<file path="src/phy_status_regs.vh">
// Offsets, field positions, codes and counts of the line and connection status registers
`ifndef PHY_STATUS_REGS_VH
`define PHY_STATUS_REGS_VH

// Register offsets (word addresses on the register port)
`define LINE_STATUS_OFFSET       8'h10
`define CONN_STATUS_OFFSET       8'h11
`define EVENT_STATUS_OFFSET      8'h16
`define EVENT_MASK_OFFSET        8'h17

// Line status register fields
`define LS_STATE_MSB             7
`define LS_STATE_LSB             5
`define LS_RECOG_BIT             4
`define LS_UNKNOWN_BIT           3
`define LS_COUNT_MSB             2
`define LS_COUNT_LSB             0

// Connection status register fields
`define CS_RF_MSB                15
`define CS_RF_LSB                14
`define CS_PCI_MSB               13
`define CS_PCI_LSB               12
`define CS_SCRUB_BIT             11
`define CS_PCM_MSB               10
`define CS_PCM_LSB               7

// Event status / mask bits
`define EV_LINE_STATE_BIT        0
`define EV_UNKNOWN_BIT           1
`define EV_RF_BIT                2
`define EV_PCI_BIT               3
`define EV_PCM_BIT               4
`define EV_WIDTH                 5

// Line state codes; received pair classes use the same codes
`define LS_NOISE                 3'h0
`define LS_ACTIVE                3'h1
`define LS_UNDEFINED             3'h2
`define LS_SHORT_IDLE            3'h3
`define LS_QUIET                 3'h4
`define LS_MASTER                3'h5
`define LS_HALT                  3'h6
`define LS_LONG_IDLE             3'h7

// Repeat filter, insertion and connection management codes
`define RF_REPEAT                2'h0
`define RF_IDLE                  2'h1
`define RF_FIRST_HALT            2'h2
`define RF_SECOND_HALT           2'h3
`define PCI_REMOVED              2'h0
`define PCI_INSERTING_SCRUB      2'h1
`define PCI_REMOVING_SCRUB       2'h2
`define PCI_INSERTED             2'h3
`define PCM_OFF                  4'h0
`define PCM_MAINTENANCE          4'h9

// Like-pair counts: full recognition at seven, short idle after two pairs
`define PAIR_COUNT_FULL          3'h7
`define PAIR_COUNT_SHORT_IDLE    3'h1

// Reset values
`define LINE_STATE_RESET         3'h0
`define EVENT_MASK_RESET         5'h00
`define READ_ZERO                16'h0000

`endif

</file>
<file path="src/phy_line_state_status.v">
// Line state recognizer and read-only status registers of the ring physical layer controller
//
// Implementation choice: the strobed register port.
`timescale 1ns/100ps
`include "phy_status_regs.vh"

module phy_line_state_status (
	ref_clk,
	reset,
	reg_addr,
	reg_wr_data,
	reg_wr,
	reg_rd,
	reg_rd_data,
	irq,
	pair_valid,
	pair_class,
	repeat_filter_state,
	pci_state,
	scrub_active_flag,
	pcm_state
);
	input  wire        ref_clk;
	input  wire        reset;
	input  wire [7:0]  reg_addr;
	input  wire [15:0] reg_wr_data;
	input  wire        reg_wr;
	input  wire        reg_rd;
	output reg  [15:0] reg_rd_data;
	output reg         irq;
	input  wire        pair_valid;
	input  wire [2:0]  pair_class;
	input  wire [1:0]  repeat_filter_state;
	input  wire [1:0]  pci_state;
	input  wire        scrub_active_flag;
	input  wire [3:0]  pcm_state;

	// Recognizer: hunting while a candidate state accumulates, locked once the full count is reached
	localparam [1:0] ST_HUNT   = 2'b01;
	localparam [1:0] ST_LOCKED = 2'b10;

	reg  [1:0]             recog_st_r;
	reg  [1:0]             recog_st_nxt;
	reg  [2:0]             current_line_state_r;
	reg  [2:0]             current_line_state_nxt;
	reg  [2:0]             cand_class_r;
	reg  [2:0]             cand_class_nxt;
	reg  [2:0]             like_pair_counter_r;
	reg  [2:0]             like_pair_counter_nxt;
	reg                    unknown_state_flag_r;
	reg                    unknown_state_flag_nxt;
	reg  [1:0]             repeat_filter_state_r;
	reg  [1:0]             pci_state_r;
	reg                    scrub_r;
	reg  [3:0]             pcm_state_r;
	reg  [`EV_WIDTH-1:0]   event_status_r;
	reg  [`EV_WIDTH-1:0]   event_status_nxt;
	reg  [`EV_WIDTH-1:0]   event_mask_r;
	reg  [`EV_WIDTH-1:0]   event_hit;
	reg  [15:0]            rd_data_nxt;
	wire [2:0]             in_class;
	wire [15:0]            line_status_word;
	wire [15:0]            conn_status_word;

	// Maps undefined and long idle pair classes onto noise so neither is taken directly as a line state
	function [2:0] clean_class;
		input [2:0] c;
		begin
			if (c == `LS_UNDEFINED || c == `LS_LONG_IDLE) begin
				clean_class = `LS_NOISE;
			end else begin
				clean_class = c;
			end
		end
	endfunction

	// Code to report when a candidate reaches its recognition count
	function [2:0] declared_code;
		input [2:0] c;
		input [2:0] cnt;
		begin
			if (c == `LS_SHORT_IDLE && cnt == `PAIR_COUNT_FULL) begin
				declared_code = `LS_LONG_IDLE;
			end else begin
				declared_code = c;
			end
		end
	endfunction

	assign in_class = clean_class(pair_class);

	always @* begin
		recog_st_nxt           = recog_st_r;
		current_line_state_nxt = current_line_state_r;
		cand_class_nxt         = cand_class_r;
		like_pair_counter_nxt  = like_pair_counter_r;
		unknown_state_flag_nxt = unknown_state_flag_r;
		if (pair_valid) begin
			if (in_class != cand_class_r) begin
				// A different pair starts a new candidate from scratch
				cand_class_nxt         = in_class;
				like_pair_counter_nxt  = 3'h0;
				unknown_state_flag_nxt = 1'b1;
				recog_st_nxt           = ST_HUNT;
			end else if (like_pair_counter_r != `PAIR_COUNT_FULL) begin
				like_pair_counter_nxt = like_pair_counter_r + 3'h1;
			end
			if (in_class == cand_class_r) begin
				case (recog_st_r)
					ST_HUNT: begin
						if (like_pair_counter_nxt == `PAIR_COUNT_FULL) begin
							// Eight like pairs: sixteen symbols
							current_line_state_nxt =
								declared_code(in_class, like_pair_counter_nxt);
							unknown_state_flag_nxt = 1'b0;
							recog_st_nxt           = ST_LOCKED;
						end else if (in_class == `LS_SHORT_IDLE &&
							like_pair_counter_nxt == `PAIR_COUNT_SHORT_IDLE) begin
							// Idle is known after four symbols; stays hunting toward long idle
							current_line_state_nxt = `LS_SHORT_IDLE;
							unknown_state_flag_nxt = 1'b0;
						end
					end
					ST_LOCKED: begin
						recog_st_nxt = ST_LOCKED;
					end
					default: begin
						recog_st_nxt = ST_HUNT;
					end
				endcase
			end
		end
	end

	assign line_status_word = {8'h00,
		current_line_state_r,
		recog_st_r[1],
		unknown_state_flag_r,
		like_pair_counter_r};

	assign conn_status_word = {repeat_filter_state_r,
		pci_state_r,
		scrub_r,
		pcm_state_r,
		7'h00};

	always @* begin
		event_hit = {`EV_WIDTH{1'b0}};
		event_hit[`EV_LINE_STATE_BIT] = (current_line_state_nxt != current_line_state_r);
		event_hit[`EV_UNKNOWN_BIT]    = unknown_state_flag_nxt & ~unknown_state_flag_r;
		event_hit[`EV_RF_BIT]         = (repeat_filter_state != repeat_filter_state_r);
		event_hit[`EV_PCI_BIT]        = (pci_state != pci_state_r);
		event_hit[`EV_PCM_BIT]        = (pcm_state != pcm_state_r);
	end

	// Event bits clear on read; a new event in the same cycle wins over the clear
	always @* begin
		event_status_nxt = event_status_r;
		if (reg_rd && reg_addr == `EVENT_STATUS_OFFSET) begin
			event_status_nxt = {`EV_WIDTH{1'b0}};
		end
		event_status_nxt = event_status_nxt | event_hit;
	end

	// Line and connection status reads only select a word; an event status read also clears the event bits
	always @* begin
		rd_data_nxt = `READ_ZERO;
		if (reg_rd) begin
			if (reg_addr == `LINE_STATUS_OFFSET) begin
				rd_data_nxt = line_status_word;
			end else if (reg_addr == `CONN_STATUS_OFFSET) begin
				rd_data_nxt = conn_status_word;
			end else if (reg_addr == `EVENT_STATUS_OFFSET) begin
				rd_data_nxt = {{(16-`EV_WIDTH){1'b0}}, event_status_r};
			end else if (reg_addr == `EVENT_MASK_OFFSET) begin
				rd_data_nxt = {{(16-`EV_WIDTH){1'b0}}, event_mask_r};
			end else begin
				rd_data_nxt = `READ_ZERO;
			end
		end
	end

	always @(posedge ref_clk) begin
		if (reset) begin
			recog_st_r           <= ST_HUNT;
			current_line_state_r <= `LINE_STATE_RESET;
			cand_class_r         <= `LS_NOISE;
			like_pair_counter_r  <= 3'h0;
			unknown_state_flag_r <= 1'b1;
			repeat_filter_state_r           <= `RF_REPEAT;
			pci_state_r          <= `PCI_REMOVED;
			scrub_r              <= 1'b0;
			pcm_state_r          <= `PCM_OFF;
			event_status_r       <= {`EV_WIDTH{1'b0}};
			event_mask_r         <= `EVENT_MASK_RESET;
			reg_rd_data          <= `READ_ZERO;
			irq                  <= 1'b0;
		end else begin
			recog_st_r           <= recog_st_nxt;
			current_line_state_r <= current_line_state_nxt;
			cand_class_r         <= cand_class_nxt;
			like_pair_counter_r  <= like_pair_counter_nxt;
			unknown_state_flag_r <= unknown_state_flag_nxt;
			repeat_filter_state_r           <= repeat_filter_state;
			pci_state_r          <= pci_state;
			scrub_r              <= scrub_active_flag;
			pcm_state_r          <= pcm_state;
			event_status_r       <= event_status_nxt;
			// Only the mask is writable; status words ignore writes
			if (reg_wr && reg_addr == `EVENT_MASK_OFFSET) begin
				event_mask_r <= reg_wr_data[`EV_WIDTH-1:0];
			end
			reg_rd_data <= rd_data_nxt;
			irq         <= |(event_status_nxt & event_mask_r);
		end
	end

endmodule

</file>
<file path="config.mk">
export PLATFORM = sky130hd
export DESIGN_NAME = phy_line_state_status
export DESIGN_NICKNAME = d
export VERILOG_FILES = /design/src/phy_line_state_status.v
export VERILOG_INCLUDE_DIRS = /design/src
export SDC_FILE = /design/constraint.sdc
export NUM_CORES = 1
export LEC_CHECK = 0
export ABC_CLOCK_PERIOD_IN_PS = 6500
export BUFFER_PORTS_ARGS = -buffer_cell sky130_fd_sc_hd__buf_2
export CORE_ASPECT_RATIO = 1.1
export CORE_UTILIZATION = 40
export CTS_BUF_LIST = sky130_fd_sc_hd__clkbuf_4 sky130_fd_sc_hd__clkbuf_8
export DETAILED_ROUTE_END_ITERATION = 10
export GPL_ROUTABILITY_DRIVEN = 0
export GPL_TIMING_DRIVEN = 0
export PLACE_DENSITY = 0.69
export SLEW_MARGIN = 0
export SYNTH_ARGS = -nofsm -noshare
export SYNTH_HDL_FRONTEND = slang
export SYNTH_SLANG_ARGS = --single-unit
</file>
<file path="constraint.sdc">
create_clock -name ref_clk -period 6.5 [get_ports ref_clk]
set_input_delay 0.325 -clock ref_clk [delete_from_list [all_inputs] [get_ports ref_clk]]
set_output_delay 0.325 -clock ref_clk [all_outputs]
set_load 0.02 [all_outputs]
</file>
# [Word-level counts from Yosys, hierarchy flattened]
# Cells that the tools add are included.
[classes] add_sub_neg=1 eq_ne=18 mux=25 bitwise_logic=5 reduce_logical=9
[ops] operator="$eq A8 B5 Y1 const B" n=4
[ops] operator="$mux W3" n=10
[ops] operator="$mux W16" n=1
[ops] operator="$mux W5" n=3
[ops] operator="$mux W8" n=1
[ops] operator="$eq A3 B2 Y1 const B" n=2
[ops] operator="$eq A3 B3 Y1 const B" n=2
[ops] operator="$mux W1" n=6
[ops] operator="$mux W2" n=3
[ops] operator="$ne A3 B3 Y1" n=2
[ops] operator="$and A5 B5 Y5" n=1
[ops] operator="$or A5 B5 Y5" n=1
[ops] operator="$reduce_or A5 Y1" n=1
[ops] operator="$logic_and A1 B1 Y1" n=4
[ops] operator="$ne A2 B2 Y1" n=2
[ops] operator="$ne A4 B4 Y1" n=1
[ops] operator="$pmux W2 S2" n=1
[ops] operator="$add A3 B1 Y3 const B" n=1
[ops] operator="$eq A3 B1 Y1 const B" n=1
[ops] operator="$eq A3 B3 Y1" n=1
[ops] operator="$ne A3 B3 Y1 const B" n=1
[ops] operator="$reduce_or A3 Y1" n=1
[ops] operator="$eq A2 B1 Y1 const B" n=1
[ops] operator="$eq A2 B2 Y1 const B" n=1
[ops] operator="other kinds (5)" n=6
[word_totals] register_bits=48 input_bits=41

# [Depth between registers and ports, before layout]
[logic_depth] ltp_word=17 depth_mapped=8

# [Least setup slack after synthesis]
# Ideal clock, no wire load.
[synth_timing] kind="in2reg" from="input port pair_class[1]" to="register irq" setup_ns=0.120 arrival_ns=2.249 path_slack_ns=4.132 stages=7 path_buffers=1 cell_sequence="clkbuf_1 > or3_1 > o221a_4 > or4_4 > a2bb2oi_2 > o221ai_2 > a211o_1"
[synth_between] elab_chain_len=17 elab_cells_between_ends=30
[synth_rtl] element="start: declaration" line_no="phy_line_state_status.v:32" rtl="input wire [2:0] pair_class;"
[synth_rtl] element="$eq A3 B2 Y1 (no source line) / $eq A3 B3 Y1 (equally long branches)"
[synth_rtl] element="$logic_or A1 B1 Y1 (no source line)"
[synth_rtl] element="$mux W3 (*)" line_no="phy_line_state_status.v:69" rtl="if (c == `LS_UNDEFINED || c == `LS_LONG_IDLE) begin"
[synth_rtl] element="$ne A3 B3 Y1" line_no="phy_line_state_status.v:99" rtl="if (in_class != cand_class_r) begin"
[synth_rtl] element="$mux W3" line_no="phy_line_state_status.v:99"
[synth_rtl] element="$mux W3" line_no="phy_line_state_status.v:98" rtl="if (pair_valid) begin"
[synth_rtl] element="$eq A3 B1 Y1 (no source line) / $eq A3 B3 Y1 (equally long branches)"
[synth_rtl] element="$logic_and A1 B1 Y1 (no source line)"
[synth_rtl] element="$mux W3 (tied with other cells)" line_no="phy_line_state_status.v:117" rtl="end else if (in_class == `LS_SHORT_IDLE &&"
[synth_rtl] element="$mux W3 / $mux W1 (equally long branches)" line_no="phy_line_state_status.v:111" rtl="if (like_pair_counter_nxt == `PAIR_COUNT_FULL) begin"
[synth_rtl] element="$mux W3 / $mux W1 (equally long branches)" line_no="phy_line_state_status.v:109" rtl="case (recog_st_r)"
[synth_rtl] element="$mux W3 / $mux W1 (equally long branches)" line_no="phy_line_state_status.v:108" rtl="if (in_class == cand_class_r) begin"
[synth_rtl] element="$mux W3 / $mux W1 (equally long branches)" line_no="phy_line_state_status.v:98"
[synth_rtl] element="$ne A3 B3 Y1 / $and A1 B1 Y1 (equally long branches)" line_no="phy_line_state_status.v:149, phy_line_state_status.v:150"
[synth_rtl] element="$or A5 B5 Y5 (*)" line_no="phy_line_state_status.v:162" rtl="event_status_nxt = event_status_nxt | event_hit;"
[synth_rtl] element="$and A5 B5 Y5 (*)" line_no="phy_line_state_status.v:214" rtl="irq <= |(event_status_nxt & event_mask_r);"
[synth_rtl] element="$reduce_or A5 Y1 (*)" line_no="phy_line_state_status.v:214"
[synth_rtl] element="end signal: assignment" line_no="phy_line_state_status.v:214"
[synth_rtl] element="end: declaration" line_no="phy_line_state_status.v:30" rtl="output reg irq;"
# Every way passes the cells marked *; elsewhere a longest branch is shown, timed or not. The select of a mux whose other input is x is not followed.
# A chain may end at the register's enable or synchronous reset.

# [Worst setup path in the final report]
[layout_timing] from="register like_pair_counter_r[0]" to="register irq"
[layout_between] elab_chain_len=15 elab_cells_between_ends=25
[layout_rtl] element="start: declaration" line_no="phy_line_state_status.v:48" rtl="reg [2:0] like_pair_counter_r;"
[layout_rtl] element="start signal: assignment" line_no="phy_line_state_status.v:202" rtl="like_pair_counter_r <= like_pair_counter_nxt;"
[layout_rtl] element="$add A3 B1 Y3 / $ne A3 B3 Y1 (equally long branches)"
[layout_rtl] element="$mux W3 (*)" line_no="phy_line_state_status.v:105" rtl="end else if (like_pair_counter_r != `PAIR_COUNT_FULL) begin"
[layout_rtl] element="$mux W3 (*)" line_no="phy_line_state_status.v:99"
[layout_rtl] element="$mux W3 (*)" line_no="phy_line_state_status.v:98"
[layout_rtl] element="$eq A3 B1 Y1 (no source line) / $eq A3 B3 Y1 (equally long branches)"
[layout_rtl] element="$logic_and A1 B1 Y1 (no source line)"
[layout_rtl] element="$mux W3 (tied with other cells)" line_no="phy_line_state_status.v:117"
[layout_rtl] element="$mux W3 / $mux W1 (equally long branches)" line_no="phy_line_state_status.v:111"
[layout_rtl] element="$mux W3 / $mux W1 (equally long branches)" line_no="phy_line_state_status.v:109"
[layout_rtl] element="$mux W3 / $mux W1 (equally long branches)" line_no="phy_line_state_status.v:108"
[layout_rtl] element="$mux W3 / $mux W1 (equally long branches)" line_no="phy_line_state_status.v:98"
[layout_rtl] element="$ne A3 B3 Y1 / $and A1 B1 Y1 (equally long branches)" line_no="phy_line_state_status.v:149, phy_line_state_status.v:150"
[layout_rtl] element="$or A5 B5 Y5 (*)" line_no="phy_line_state_status.v:162"
[layout_rtl] element="$and A5 B5 Y5 (*)" line_no="phy_line_state_status.v:214"
[layout_rtl] element="$reduce_or A5 Y1 (*)" line_no="phy_line_state_status.v:214"
# Marks and branches as above.

==> flow_summary.toml <==
[run_status]
status = "complete, but fails checks"
violations = "DRC"

[setup_path]
crit_family = "compound AO/OA/AOI/OAI gates"
reg2reg_depth = 7
cp-start-kind = "flop"
worst_setup_path_end_kind = "flop"
slowest_stage = "nor4_1"
cp.required_ns = 6.69
cp_num_cells = 7
slowest_delay_ns = 0.63
path_cells = "ha_1 -> xor2_1 -> a31oi_1 -> nor4_1 -> a2bb2oi_2 -> o221ai_2 -> a211o_1"
cp_max_fo = 8
crit_buf_inv = 0
crit_arrival_ns = 2.69
critPathKind = "reg2reg"

[timing]
maxSlewViolCount = 0
max_freq_mhz = 401
fin_crit_sh = 0.384
worst_slew_pin_slew_ns = 1.14
rsz0062_at_grt = "no"
final-hold-violation-count = 0
period_needed_ns = 2.50
slew_headroom = 0.231
tns_ns = 0
setup_viol = 0
fin_worst_skew_ns = 0.00750

[floorplanning]
core_area_mm2 = 0.00500
die_area_mm2 = 0.00545
rows = 27
die_y_um = 77.4
start_util = 0.413
die_w_um = 70.5
ios = 58

[logic_synthesis]
ys_top_cells_by_area = "dfxtp_1 47%, mux2i_1 4.8%, nor2b_1 3.6%"
synth-edff-count = 0
synthArstFlopShare = 0
synth_top_area_frac = 0.465
postSynthAreaPerCell_um2 = 9.34
synth_nets = 265
synthCells = 221
synth_top_area_cell = "dfxtp_1"
seq_area_frac_synth = 0.465
syn_area_mm2 = 0.00206
synth_flop_cell = "dfxtp_1"
yosys_register_bits = 48
synth.distinct_cells = 44
ys_warn_count = 0

[power]
power_density_mw_per_mm2 = 247
ir_worst_vdd_uv = 144
leakage_nw = 1.07

[finish]
fin_util = 0.499
finalNetCount = 316
area_delta_synth_final_pct = 20.8
num_antenna_cells = 0
final_common_cell = "dfxtp_1"
final_cell_mix = "48 x dfxtp_1, 44 x buf_2, 16 x nor2_1, 15 x nand2_1, 12 x nor2b_1"
drive_gt1_frac = 0.220

[routing]
wl_met3_um = 180
drc = 12
vias = 1744
routedWlPerCell_um = 13.4
dr_wl_met2_mm = 1.94
drt_iter0_markers = 119
firstDrtPassIters = 7
wl_met1_mm = 2.21
routed_wl_mm = 4.42
routed.top_layer = "met4"
drtAntennaViolNets = 0
drt-vias-per-instance = 5.27

[clocking]
post_cts_resize_count = 0
cts_sinks = 48
post_cts_buffers = 0
clock-root-buffer = "clkbuf_8"
h-tree-depth = 2
clockBufferDepth = 2
worstSkewPairLatency_ns = 0.30
cts_buffers = 5
hold_buffers = 0
cts_tree = "done"
clk_pin_slew_worst_paths_ns = 0.09

[min_path]
whs_path_depth = 2
hold_path_class = "in2reg"

[placed_design]
dp_hpwl_mm = 3.18
port_buffers = 44

[run]
drv_cap = 0

[global_routing]
grt_usage = 0.173
grt_pass1_wl_mm = 7.39
antenna_found_initial = 0
overflow = 0
grt_max_degree = 17
grt_pass1_vias = 1583
[kinds of logic after synthesis]
logic type                 Yosys count  share of synthesized area
AOI/OAI and AO/OA                   44                      0.156
buffers and inverters               17                     0.0309
and+or+nand+nor                     88                      0.235
muxes                               10                     0.0485
xor gates and xnor gates            11                     0.0467
adders and majority gates            3                     0.0182
DFF                                 48                      0.465
[worst register-to-register path: cells and delay by family, from the launching register on]
kind	cells	cell delay [ns]
and+or+nand+nor	1	0.63
xor gates and xnor gates	1	0.17
DFF	1	0.41
adders and majority gates	1	0.27
AOI/OAI and AO/OA	4	0.92
[cell usage after synthesis (2+ instances only)]
| library cell | number |
|---|---|
| a21boi_0 | 2 |
| and3_1 | 8 |
| xor2_1 | 3 |
| nor3b_1 | 4 |
| ha_1 | 3 |
| clkbuf_1 | 10 |
| a21oi_1 | 7 |
| o21ai_0 | 10 |
| inv_1 | 7 |
| nand2b_1 | 5 |
| nor2_1 | 16 |
| a211oi_1 | 2 |
| a31oi_1 | 3 |
| xnor2_1 | 8 |
| nor3_1 | 5 |
| nand3_1 | 7 |
| nor4_1 | 2 |
| nor2b_1 | 12 |
| dfxtp_1 | 48 |
| or3_1 | 2 |
| mux2i_1 | 10 |
| and4_1 | 2 |
| a22oi_1 | 8 |
| or2b_1 | 2 |
| a211o_1 | 2 |
| nand2_1 | 15 |
[power breakdown]
group	switching [mW]	internal, mW
sequential	0.00481	0.301
clock	0.104	0.155
combinational	0.0271	0.0239
total	0.136	0.479
[worst paths after layout]
path,from,to,slack (ns)
worst max-delay path,like_pair_counter_r[0],irq,4.00
worst min-delay path,scrub_active_flag,scrub_r,0.24
worst max register to register,like_pair_counter_r[0],irq,4.00
worst min register to register,scrub_r,reg_rd_data[11],0.48
[state kept, by name, indices dropped and copies added, names as in the netlist]
signal,count
reg_rd_data,16
event_mask_r,5
event_status_r,5
pcm_state_r,4
cand_class_r,3
current_line_state_r,3
like_pair_counter_r,3
pci_state_r,2
recog_st_r,2
repeat_filter_state_r,2
irq,1
scrub_r,1
unknown_state_flag_r,1
[metal layers]
| layer | GRT usage | vias up |
|---|---|---|
| li1 | - | 886 |
| met1 | 0.230 | 810 |
| met2 | 0.262 | 41 |
| met3 | 0.0416 | 7 |
| met4 | 0.0816 | 0 |
| met5 | 0 | - |
[layout make-up]
| cell class | count | area [µm²] |
|---|---|---|
| buffer | 10 | 37.5 |
| clock buffer | 5 | 68.8 |
| clock inverter | 3 | 68.8 |
| fill | 484 | 2500 |
| inverter | 7 | 26.3 |
| multi-input combinational | 156 | 1040 |
| sequential | 48 | 961 |
| tap | 58 | 72.6 |
| timing repair buffer | 44 | 220 |
[metrics by stage]
step,cells,total power [mW],cell area [µm²],hold slack [ns],worst slack [ns]
floorplan,221,0.344,2060,0.437,4.13
global placement,323,0.362,2360,0.443,3.94
detailed placement,323,0.363,2360,0.458,3.90
CTS,331,0.620,2490,0.235,4.09
global route,331,0.640,2490,0.248,3.89
finish,331,0.615,2490,0.238,4.00
No activity file was read; power rests on OpenSTA's default activity.
